[config.mk]
export PLATFORM = sky130hd
export DESIGN_NAME = fpk_front_panel
export DESIGN_NICKNAME = d
export VERILOG_FILES = /design/src/fpk_pkg.sv /design/src/fpk_front_panel.sv
export SDC_FILE = /design/constraint.sdc
export NUM_CORES = 1
export LEC_CHECK = 0
export BUFFER_PORTS_ARGS = -buffer_cell sky130_fd_sc_hd__buf_4
export CAP_MARGIN = 20
export CORE_MARGIN = 2
export CORE_UTILIZATION = 60
export CTS_CLUSTER_DIAMETER = 50
export CTS_CLUSTER_SIZE = 30
export DETAILED_ROUTE_END_ITERATION = 7
export PLACE_DENSITY = 0.86
export SYNTH_ARGS = -nofsm -noshare
export SYNTH_HDL_FRONTEND = slang
export SYNTH_SLANG_ARGS = --single-unit
export TNS_END_PERCENT = 30
[constraint.sdc]
create_clock -name mclk_i -period 4.4 [get_ports mclk_i]
set_input_delay 0.88 -clock mclk_i [delete_from_list [all_inputs] [get_ports mclk_i]]
set_output_delay 0.88 -clock mclk_i [all_outputs]
set_load 0.02 [all_outputs]
[src/fpk_pkg.sv]
/*
  Shared constants and types for the front-panel key controller: key codes,
  display modes, boot states, self-test failure codes, bus register offsets.
  Assumes a 20 MHz system clock and a 32-bit Avalon-MM register bus.
*/
package fpk_pkg;
  localparam int NCH = 4;
  localparam int CH_W = 2;
  localparam int VAL_W = 16;
  localparam int STAT_W = 8;
  localparam int NFN = 5;
  localparam int ENTRY_DIGITS = 4;
  localparam int ADDR_W = 8;

  // Key codes from the keypad scanner; digits occupy their own values
  localparam logic [4:0] KEY_DIGIT_MAX = 5'h09;
  localparam logic [4:0] KEY_SEL_FWD = 5'h10;
  localparam logic [4:0] KEY_SEL_REV = 5'h11;
  localparam logic [4:0] KEY_VOLT = 5'h12;
  localparam logic [4:0] KEY_CURR = 5'h13;
  localparam logic [4:0] KEY_ONOFF = 5'h14;
  localparam logic [4:0] KEY_OV_LEVEL = 5'h15;
  localparam logic [4:0] KEY_OV_CLEAR = 5'h16;
  localparam logic [4:0] KEY_GUARD = 5'h17;
  localparam logic [4:0] KEY_OC_CLEAR = 5'h18;
  localparam logic [4:0] KEY_METER = 5'h19;
  localparam logic [4:0] KEY_DELAY = 5'h1a;
  localparam logic [4:0] KEY_MASK = 5'h1b;
  localparam logic [4:0] KEY_FAULT = 5'h1c;
  localparam logic [4:0] KEY_ERR = 5'h1d;
  localparam logic [4:0] KEY_BKSP = 5'h1e;
  localparam logic [4:0] KEY_ENTER = 5'h1f;

  // Per-channel setting index
  localparam logic [2:0] FN_VOLT = 3'h0;
  localparam logic [2:0] FN_CURR = 3'h1;
  localparam logic [2:0] FN_OV_LEVEL = 3'h2;
  localparam logic [2:0] FN_DELAY = 3'h3;
  localparam logic [2:0] FN_MASK = 3'h4;

  // Self-test failure kinds
  localparam logic [2:0] STF_HDW = 3'h0;
  localparam logic [2:0] STF_BUSIF = 3'h1;
  localparam logic [2:0] STF_TIMER = 3'h2;
  localparam logic [2:0] STF_VOLT_DAC = 3'h3;
  localparam logic [2:0] STF_CC_DAC = 3'h4;
  localparam logic [2:0] STF_OV_DAC = 3'h5;
  localparam logic [2:0] STF_FUSE = 3'h6;

  // Register offsets (byte addresses)
  localparam logic [7:0] REG_STATUS = 8'h00;
  localparam logic [7:0] REG_BUSADDR = 8'h04;
  localparam logic [7:0] REG_SEL = 8'h08;
  localparam logic [7:0] REG_FAULT = 8'h0c;
  localparam logic [7:0] REG_SET_BASE = 8'h40;
  localparam logic [7:0] REG_SET_END = 8'hc0;

  localparam logic [4:0] BUSADDR_DEF = 5'h05;
  localparam logic [4:0] BUSADDR_MAX = 5'h1e;
  localparam logic [NCH-1:0] OUT_EN_RST = 4'hf;

  localparam int CLK_HZ = 20_000_000;
  localparam int LAMP_MS = 2000;
  localparam int ADDR_MS = 2000;
  localparam int DEB_MS = 5;
  localparam int LAMP_CYC = LAMP_MS * (CLK_HZ / 1000);
  localparam int ADDR_CYC = ADDR_MS * (CLK_HZ / 1000);
  localparam int DEB_CYC = DEB_MS * (CLK_HZ / 1000);

  typedef enum logic [3:0] {
    DM_BLANK, DM_LAMP, DM_ADDR, DM_METER, DM_DISABLED, DM_VOLT, DM_CURR,
    DM_OV_LEVEL, DM_DELAY, DM_MASK, DM_FAULT, DM_ERR, DM_STFAIL
  } fpk_disp_t;

  typedef enum logic [2:0] {BT_WAIT, BT_LAMP, BT_ADDR, BT_RUN, BT_FAIL} fpk_boot_t;

  typedef struct packed {
    fpk_disp_t mode;
    logic [CH_W-1:0] chan;
    logic [VAL_W-1:0] val_a;
    logic [VAL_W-1:0] val_b;
    logic [2:0] digits;
    logic constant_voltage_indicator;
    logic guard_ind;
    logic err_ind;
    logic all_seg;
  } fpk_disp_out_t;

  typedef struct packed {
    logic [CH_W-1:0] chan;
    logic [2:0] func;
    logic [VAL_W-1:0] value;
  } fpk_cfg_t;
endpackage

[src/fpk_front_panel.sv]
/*
  Front-panel key controller: debounced key events, channel selection,
  numeric entry, per-channel settings, fault and protection latches,
  power-on display sequence, Avalon-MM register slave.
  Assumes a keypad scanner giving a held code with a down level, and
  self-test, status and measurement inputs synchronous to mclk_i.
*/
// Summary of operation
// - Select key steps the one active channel forward or backward.
// - Voltage key shows channel voltage setting; digits replace it.
// - Current key shows channel current setting; digits replace it.
// - On/off key toggles channel output; disabled channel shows disabled message.
// - Overvoltage key shows trip level; digits replace it.
// - Overvoltage clear releases crowbar only once its cause is gone.
// - Overcurrent guard key toggles that channel's protection enable.
// - Overcurrent clear restores output only once its cause is gone.
// - Meter key returns display to measured voltage and current.
// - Delay key shows reprogramming delay; digits replace it.
// - Mask key shows mask value; digits replace it.
// - Fault bit sets when status and mask bits are both set.
// - Fault key shows fault register, then clears it.
// - Digit keys build the pending value, shown before commit.
// - Backspace drops last digit; with none entered, goes to metering.
// - Enter commits value, returns to metering; empty entry keeps old value.
// - Boot pass: all segments, bus address about 2 s, then channel one metering.
// - Bus address defaults to five.
// - Self-test failure keeps all outputs off and shows failure and channel.
// - Failure kinds: hardware, bus, timer, converters, fuse; channel one to four.
// - At most one channel lamp lit, marking the selected channel.
// - Error key shows pending error and clears the error flag.
`timescale 1ns/1ps
module fpk_front_panel
  import fpk_pkg::*;
#(
  parameter int LAMP_CYCLES = LAMP_CYC,
  parameter int ADDR_CYCLES = ADDR_CYC,
  parameter int DEB_CYCLES = DEB_CYC
) (
  input wire logic mclk_i,
  input wire logic arst_n_i,
  input wire logic [ADDR_W-1:0] avs_address_i,
  input wire logic avs_read_i,
  input wire logic avs_write_i,
  input wire logic [31:0] avs_writedata_i,
  output logic [31:0] avs_readdata_o,
  output logic avs_waitrequest_o,
  input wire logic key_down_i,
  input wire logic [4:0] key_code_i,
  input wire logic st_done_i,
  input wire logic st_fail_i,
  input wire logic [2:0] st_type_i,
  input wire logic [CH_W-1:0] st_chan_i,
  input wire logic [NCH-1:0][STAT_W-1:0] chan_status_i,
  input wire logic [NCH-1:0] ov_cause_i,
  input wire logic [NCH-1:0] oc_cause_i,
  input wire logic [NCH-1:0] voltage_mode_i,
  input wire logic [NCH-1:0][VAL_W-1:0] meas_v_i,
  input wire logic [NCH-1:0][VAL_W-1:0] meas_i_i,
  input wire logic hw_err_i,
  output logic [NCH-1:0] out_en_o,
  output logic [NCH-1:0] guard_en_o,
  output logic [NCH-1:0] chan_led_o,
  output logic cfg_we_o,
  output fpk_cfg_t cfg_o,
  output fpk_disp_out_t disp_o
);
  localparam int TW = $clog2(LAMP_CYCLES + ADDR_CYCLES + DEB_CYCLES + 1);

  function automatic logic [CH_W-1:0] ch_step(input logic [CH_W-1:0] ch, input logic fwd);
    if (fwd)
      ch_step = (ch == CH_W'(NCH - 1)) ? '0 : ch + 1'b1;
    else
      ch_step = (ch == '0) ? CH_W'(NCH - 1) : ch - 1'b1;
  endfunction

  function automatic logic is_edit(input fpk_disp_t m);
    is_edit = (m == DM_VOLT) || (m == DM_CURR) || (m == DM_OV_LEVEL) ||
              (m == DM_DELAY) || (m == DM_MASK);
  endfunction

  function automatic logic [2:0] fn_of(input fpk_disp_t m);
    case (m)
      DM_CURR: fn_of = FN_CURR;
      DM_OV_LEVEL: fn_of = FN_OV_LEVEL;
      DM_DELAY: fn_of = FN_DELAY;
      DM_MASK: fn_of = FN_MASK;
      default: fn_of = FN_VOLT;
    endcase
  endfunction

  // Key debounce
  logic sync1_reg, sync2_reg, stable_reg, kev_reg;
  logic [4:0] kcode_reg;
  logic [TW-1:0] dcnt_reg;
  // Control state
  fpk_boot_t boot_reg;
  fpk_disp_t mode_reg;
  logic [TW-1:0] tmr_reg;
  logic [CH_W-1:0] sel_reg, fail_chan_reg;
  logic [2:0] fail_type_reg, ecnt_reg;
  logic [VAL_W-1:0] entry_reg;
  logic [NCH-1:0][NFN-1:0][VAL_W-1:0] set_reg;
  logic [NCH-1:0][STAT_W-1:0] fault_reg;
  logic [STAT_W-1:0] fault_view_reg;
  logic [NCH-1:0] out_en_reg, guard_en_reg, ov_latch_reg, oc_latch_reg;
  logic err_pend_reg, err_view_reg, wait_reg, addr_wr_seen_reg;
  logic [4:0] busaddr_reg;
  fpk_disp_out_t dn;

  wire run = (boot_reg == BT_RUN);
  wire kv = kev_reg & run;
  wire k_dig = kv & (kcode_reg <= KEY_DIGIT_MAX);
  wire edit = is_edit(mode_reg);
  wire [2:0] cur_fn = fn_of(mode_reg);
  wire [NCH-1:0] sel_oh = {{(NCH - 1){1'b0}}, 1'b1} << sel_reg;
  wire deb_last = (dcnt_reg == TW'(DEB_CYCLES - 1));
  wire commit = kv & (kcode_reg == KEY_ENTER) & edit & (ecnt_reg != '0);

  // Clear requests; the hardware set terms below win over them
  wire [NCH-1:0] ov_clr = (kv && kcode_reg == KEY_OV_CLEAR) ? sel_oh & ~ov_cause_i : '0;
  wire [NCH-1:0] oc_clr = (kv && kcode_reg == KEY_OC_CLEAR) ? sel_oh & ~oc_cause_i : '0;
  wire [NCH-1:0] fault_clr = (kv && kcode_reg == KEY_FAULT) ? sel_oh : '0;
  wire err_clr = kv & (kcode_reg == KEY_ERR);

  // Bus decode
  wire bus_req = avs_read_i | avs_write_i;
  wire bus_wr = avs_write_i & ~wait_reg;
  wire [7:0] set_rel = avs_address_i - REG_SET_BASE;
  wire set_hit = (avs_address_i >= REG_SET_BASE) && (avs_address_i < REG_SET_END) &&
                 (set_rel[1:0] == 2'b00) && (set_rel[4:2] < 3'(NFN));
  wire [CH_W-1:0] set_ch = set_rel[6:5];
  wire [2:0] set_fn = set_rel[4:2];
  wire [31:0] status_word = {14'h0, err_pend_reg, run, oc_latch_reg, ov_latch_reg,
                             guard_en_reg, out_en_reg};
  wire [31:0] rd_mux = (avs_address_i == REG_STATUS) ? status_word :
                       (avs_address_i == REG_BUSADDR) ? {27'h0, busaddr_reg} :
                       (avs_address_i == REG_SEL) ? {30'h0, sel_reg} :
                       (avs_address_i == REG_FAULT) ? fault_reg :
                       set_hit ? {16'h0, set_reg[set_ch][set_fn]} : 32'h0;

  // One answer cycle per request: waitrequest drops for exactly one cycle
  always_ff @(posedge mclk_i or negedge arst_n_i) begin
    if (!arst_n_i) begin
      wait_reg <= 1'b1;
      avs_readdata_o <= '0;
    end else begin
      wait_reg <= !(bus_req && wait_reg);
      if (bus_req && wait_reg)
        avs_readdata_o <= rd_mux;
    end
  end

  always_comb avs_waitrequest_o = wait_reg;

  // Two-flop sync, then a stable-time filter; event only on press
  always_ff @(posedge mclk_i or negedge arst_n_i) begin
    if (!arst_n_i) begin
      sync1_reg <= 1'b0;
      sync2_reg <= 1'b0;
      stable_reg <= 1'b0;
      dcnt_reg <= '0;
      kev_reg <= 1'b0;
      kcode_reg <= '0;
    end else begin
      sync1_reg <= key_down_i;
      sync2_reg <= sync1_reg;
      kev_reg <= deb_last & sync2_reg & ~stable_reg;
      if (sync2_reg == stable_reg)
        dcnt_reg <= '0;
      else if (deb_last) begin
        dcnt_reg <= '0;
        stable_reg <= sync2_reg;
        kcode_reg <= key_code_i;
      end else
        dcnt_reg <= dcnt_reg + 1'b1;
    end
  end

  // Power-on sequence
  always_ff @(posedge mclk_i or negedge arst_n_i) begin
    if (!arst_n_i) begin
      boot_reg <= BT_WAIT;
      tmr_reg <= '0;
      fail_type_reg <= '0;
      fail_chan_reg <= '0;
    end else begin
      case (boot_reg)
        BT_WAIT: if (st_done_i) begin
          boot_reg <= st_fail_i ? BT_FAIL : BT_LAMP;
          fail_type_reg <= st_type_i;
          fail_chan_reg <= st_chan_i;
        end
        BT_LAMP: begin
          tmr_reg <= tmr_reg + 1'b1;
          if (tmr_reg == TW'(LAMP_CYCLES - 1)) begin
            tmr_reg <= '0;
            boot_reg <= BT_ADDR;
          end
        end
        BT_ADDR: begin
          tmr_reg <= tmr_reg + 1'b1;
          if (tmr_reg == TW'(ADDR_CYCLES - 1)) begin
            tmr_reg <= '0;
            boot_reg <= BT_RUN;
          end
        end
        BT_RUN: boot_reg <= BT_RUN;
        BT_FAIL: boot_reg <= BT_FAIL;
        default: boot_reg <= BT_WAIT;
      endcase
    end
  end

  // Latches where the hardware set wins over a same-cycle clear
  always_ff @(posedge mclk_i or negedge arst_n_i) begin
    if (!arst_n_i) begin
      ov_latch_reg <= '0;
      oc_latch_reg <= '0;
      fault_reg <= '0;
      err_pend_reg <= 1'b0;
    end else begin
      ov_latch_reg <= (ov_latch_reg & ~ov_clr) | ov_cause_i;
      oc_latch_reg <= (oc_latch_reg & ~oc_clr) | (oc_cause_i & guard_en_reg);
      err_pend_reg <= (err_pend_reg & ~err_clr) | hw_err_i;
      for (int c = 0; c < NCH; c++)
        fault_reg[c] <= (fault_reg[c] & {STAT_W{~fault_clr[c]}}) |
                        (chan_status_i[c] & set_reg[c][FN_MASK][STAT_W-1:0]);
    end
  end

  // Key interpreter and register writes; a key wins over a bus write
  always_ff @(posedge mclk_i or negedge arst_n_i) begin
    if (!arst_n_i) begin
      mode_reg <= DM_METER;
      sel_reg <= '0;
      ecnt_reg <= '0;
      entry_reg <= '0;
      set_reg <= '0;
      out_en_reg <= OUT_EN_RST;
      guard_en_reg <= '0;
      fault_view_reg <= '0;
      err_view_reg <= 1'b0;
      busaddr_reg <= BUSADDR_DEF;
      addr_wr_seen_reg <= 1'b0;
    end else if (k_dig) begin
      if (edit && ecnt_reg < 3'(ENTRY_DIGITS)) begin
        entry_reg <= {entry_reg[VAL_W-5:0], kcode_reg[3:0]};
        ecnt_reg <= ecnt_reg + 1'b1;
      end
    end else if (kv) begin
      ecnt_reg <= '0;
      entry_reg <= '0;
      case (kcode_reg)
        KEY_SEL_FWD, KEY_SEL_REV: begin
          sel_reg <= ch_step(sel_reg, kcode_reg == KEY_SEL_FWD);
          mode_reg <= DM_METER;
        end
        KEY_VOLT: mode_reg <= DM_VOLT;
        KEY_CURR: mode_reg <= DM_CURR;
        KEY_OV_LEVEL: mode_reg <= DM_OV_LEVEL;
        KEY_DELAY: mode_reg <= DM_DELAY;
        KEY_MASK: mode_reg <= DM_MASK;
        KEY_ONOFF: begin
          out_en_reg <= out_en_reg ^ sel_oh;
          mode_reg <= DM_METER;
        end
        KEY_GUARD: guard_en_reg <= guard_en_reg ^ sel_oh;
        KEY_METER, KEY_OV_CLEAR, KEY_OC_CLEAR: mode_reg <= DM_METER;
        KEY_FAULT: begin
          fault_view_reg <= fault_reg[sel_reg];
          mode_reg <= DM_FAULT;
        end
        KEY_ERR: begin
          err_view_reg <= err_pend_reg;
          mode_reg <= DM_ERR;
        end
        KEY_BKSP: begin
          if (ecnt_reg == '0)
            mode_reg <= DM_METER;
          else begin
            entry_reg <= {4'h0, entry_reg[VAL_W-1:4]};
            ecnt_reg <= ecnt_reg - 1'b1;
          end
        end
        KEY_ENTER: begin
          if (commit)
            set_reg[sel_reg][cur_fn] <= entry_reg;
          mode_reg <= DM_METER;
        end
        default: mode_reg <= mode_reg;
      endcase
    end else if (bus_wr) begin
      if (avs_address_i == REG_SEL)
        sel_reg <= avs_writedata_i[CH_W-1:0];
      if (avs_address_i == REG_BUSADDR && avs_writedata_i[4:0] <= BUSADDR_MAX) begin
        busaddr_reg <= avs_writedata_i[4:0];
        addr_wr_seen_reg <= 1'b1;
      end
    end
  end

  // Display contents for the next cycle
  always_comb begin
    dn = '0;
    dn.chan = sel_reg;
    dn.guard_ind = guard_en_reg[sel_reg];
    dn.err_ind = err_pend_reg;
    dn.constant_voltage_indicator = voltage_mode_i[sel_reg];
    case (boot_reg)
      BT_LAMP: begin
        dn.mode = DM_LAMP;
        dn.all_seg = 1'b1;
        dn.constant_voltage_indicator = 1'b1;
        dn.guard_ind = 1'b1;
        dn.err_ind = 1'b1;
      end
      BT_ADDR: begin
        dn.mode = DM_ADDR;
        dn.val_a = {11'h0, busaddr_reg};
      end
      BT_FAIL: begin
        dn.mode = DM_STFAIL;
        dn.chan = fail_chan_reg;
        dn.val_a = {13'h0, fail_type_reg};
      end
      BT_RUN: begin
        dn.mode = mode_reg;
        dn.digits = ecnt_reg;
        if (mode_reg == DM_METER) begin
          if (!out_en_reg[sel_reg])
            dn.mode = DM_DISABLED;
          dn.val_a = meas_v_i[sel_reg];
          dn.val_b = meas_i_i[sel_reg];
        end else if (edit)
          dn.val_a = (ecnt_reg != '0) ? entry_reg : set_reg[sel_reg][cur_fn];
        else if (mode_reg == DM_FAULT)
          dn.val_a = {8'h0, fault_view_reg};
        else
          dn.val_a = {15'h0, err_view_reg};
      end
      default: dn.mode = DM_BLANK;
    endcase
  end

  // Outputs from flops; a failed self-test never enables a channel
  always_ff @(posedge mclk_i or negedge arst_n_i) begin
    if (!arst_n_i) begin
      out_en_o <= '0;
      guard_en_o <= '0;
      chan_led_o <= '0;
      cfg_we_o <= 1'b0;
      cfg_o <= '0;
      disp_o <= '0;
    end else begin
      out_en_o <= out_en_reg & ~ov_latch_reg & ~oc_latch_reg & {NCH{run}};
      guard_en_o <= guard_en_reg;
      chan_led_o <= run ? sel_oh : '0;
      cfg_we_o <= commit;
      if (commit)
        cfg_o <= '{chan: sel_reg, func: cur_fn, value: entry_reg};
      disp_o <= dn;
    end
  end
endmodule

==> impl_metrics.ini <==
[power]
internal-power_uw = 8040
ir_drop_v = 0.000266
p_seq_share_pct = 50.9
p_clk_share_pct = 42.3
p_sw_uw = 2910
pwr-share-comb_pct = 6.8
swShare_pct = 26.6
p_per_area_nw_per_um2 = 307
cellLeakagePower_uw = 0.0166

[sta]
max_slew_margin_pct = 15.0
hold_viol_final = 0
finalClockSkew_ns = 0.0179
drv_slew = 0
setup_viol = 0
rsz0062_at_grt = false
fin_setup_tns_ns = 0
finalCritPeriodShare_pct = 78.4
fmax_ghz = 0.290
tightest_slew_ns = 1.26
setup_ws_ns = 0.948
min_period_ns = 3.45

[hold_path]
hold_class = in2async

[critical_path]
crit_fanout = 17
startpoint_type = register
endpoint_kind = register
critPathKind = reg2reg
arrival_ns = 3.97
cp_data_required_time_ns = 4.91

[floorplanning]
die_x_um = 231
rows = 83
initial_core_util_pct = 60.5
fp.dieH_um = 231
pin_count = 342
dieArea_um2 = 53500
core_region_area_um2 = 51200

[synth]
synthMuxAreaShare_pct = 28.5
synth_flop_cell = dfrtp_1
synthCells = 2436
async_flop_share_pct = 100
seq_area_frac_synth_pct = 47.7
synth_area_um2 = 31000
yosysTopAreaCellShare_pct = 47.0
synth_adder_area_share_pct = 0.444
yosysMostFrequentCell = dfrtp_1
yosys-top-cells-area = dfrtp_1, mux4_2, mux2_2, mux2_4, nand2_1
synth_area_per_cell_um2 = 12.7
ys_warn_count = 0
synth_top_family_by_area = multiplexers
synth-xor-area-share_pct = 1.55
syn_nets = 2677
synthTopCellsByCount = dfrtp_1, mux2_2, mux4_2, nand2_1, nor2_1
synth_edf_count = 0
synth-simple-area-share_pct = 9.83
ys_seq_elements = 591
synth_cell_types = 88
yosys.area.top_type = dfrtp_1
synth_compound_area_share_pct = 8.27

[global_routing]
grt_max_degree = 124
grt_pass1_wl_um = 151000
use_met1_pct = 46.9
grt_util_met3_pct = 9.73
track_usage_pct = 37.8
overflow = 0
grt_pass1_vias = 24400
busiest_layer = met2
grtUsageMet2_pct = 58.3
antenna_found_initial = 0

[cts]
cts-root-buf = clkbuf_16
ctsHoldBuffers = 0
post_cts_buffers = 0
insertion_delay_ns = 0.64
cts_resized = 0
clk_pin_slew_ns = 0.08
clock-sinks = 591
clock_path_buffers = 3
cts_tree = built
numCtsBuffers = 47
htreeDepth = 2

[placed_design]
port_buffers = 314
place_ws_ns = 0.799
dp_hpwl_um = 67800
place_congestion = 1.02
placed_cells = 3302

[final_layout]
nets = 2919
drive_gt1_share_pct = 40.0
finalNonFillerCells = 3397
diodes = 0
largest_register_ffs = 320
areaGrowthSynthToFinish_pct = 15.3

[detailed_routing]
antenna_left = 0
detail_route.drc_violations = 0
drtIter0Drc = 3139
routed_wl_um = 101000
drtPass1Iterations = 6
detail_route.wl_per_cell_um = 29.6
viasPerCell = 7.13
vias = 24200

[flow_run]
max_cap_viol_count = 0

[outcome]
status = completed
==> power by group through the flow <==
stage          Clock, µW  Combinational (µW)  Sequential, µW
6_report            4640                 743            5570
3_3_place_gp           0                 717            5670
4_1_cts             4640                 738            5570
3_5_place_dp           0                 736            5680
2_1_floorplan          0                 286            5670
5_1_grt             4850                 796            5580
==> per-layer routing <==
| layer | part of all wire (%) | up-vias | wire length (µm) |
|---|---|---|---|
| li1 | - | 9650 | - |
| met1 | 35 | 12300 | 34800 |
| met2 | 46 | 1811 | 46600 |
| met3 | 11 | 501 | 11000 |
| met4 | 8.1 | 0 | 8090 |
| met5 | 0 | - | 0 |
==> stage by stage <==
| step | hold slack [ns] | power, µW | util, % | area (µm²) |
|---|---|---|---|---|
| floorplan | 0.331 | 5960 | - | 31000 |
| global placement | 0.339 | 6390 | 66.3 | 34000 |
| detailed placement | 0.341 | 6410 | 66.3 | 34000 |
| CTS | 0.342 | 10900 | 69.6 | 35600 |
| global route | 0.341 | 11200 | 69.8 | 35700 |
| finish | 0.350 | 11000 | 69.8 | 35700 |
==> area by class of cell <==
class | instances | area (µm²)
Fill cell | 3320 | 15500
Multi-Input combinational cell | 1597 | 15100
Sequential cell | 591 | 14800
Timing Repair Buffer | 393 | 3120
Clock buffer | 48 | 1200
Tap cell | 680 | 851
Clock inverter | 40 | 467
Inverter | 48 | 180
==> cell families (layout without fill, tap and decap cells) <==
kind of cell               count (synthesis)  count (layout)
adders and majority gates                 11              11
buffers and inverters                    248             529
xor gates and xnor gates                  55              55
muxes                                    587             587
and+or+nand+nor                          566             566
AOI/OAI and AO/OA                        378             378
DFF                                      591             591
==> worst max-delay path: stages, from the launching register on <==
cell and delay, ns:
dfrtp_1 0.36, inv_1 0.08, ha_1 0.24, ha_1 0.44, buf_4 0.30, and4bb_1 0.25, buf_4 0.36, nand3_2 0.70
mux2_2 0.57
==> cells in the final DEF, fill, tap and decap left out, types with 12 or more instances in the layout <==
| master | instances |
|---|---|
| dfrtp_1 | 580 |
| buf_4 | 377 |
| mux2_2 | 280 |
| mux4_2 | 177 |
| nand2_1 | 168 |
| nor2_1 | 116 |
| a21oi_1 | 93 |
| nand3_1 | 83 |
| mux2_4 | 80 |
| o21ai_0 | 77 |
| a22o_1 | 53 |
| mux2i_1 | 50 |
| clkbuf_16 | 48 |
| inv_1 | 47 |
| xnor2_1 | 41 |
| and3_1 | 27 |
| nor3_1 | 20 |
| a31oi_1 | 19 |
| nand4_1 | 19 |
| nor4_1 | 16 |
| o22ai_1 | 16 |
| xor2_1 | 14 |
| o41ai_1 | 14 |
| a22oi_1 | 14 |
| a211oi_1 | 12 |
==> path summary, 6_finish.rpt <==
check | from | endpoint | slack, ns | cells past startpoint
setup / recovery | ecnt_reg[0]$_DFFE_PN0P_ | set_reg[28]$_DFFE_PN0P_ | 0.95 | 8
hold / removal | arst_n_i | dcnt_reg[15]$_DFF_PN0_ | 0.35 | 1
hold reg to reg | sync1_reg$_DFF_PN0_ | sync2_reg$_DFF_PN0_ | 0.36 | 0
setup reg to reg | ecnt_reg[0]$_DFFE_PN0P_ | set_reg[28]$_DFFE_PN0P_ | 0.95 | 8
max in group asynchronous | arst_n_i | set_reg[277]$_DFFE_PN0P_ | 2.92 | 3
min in group mclk_i | key_down_i | sync1_reg$_DFF_PN0_ | 0.35 | 1
No activity file was read; power rests on OpenSTA's default activity.
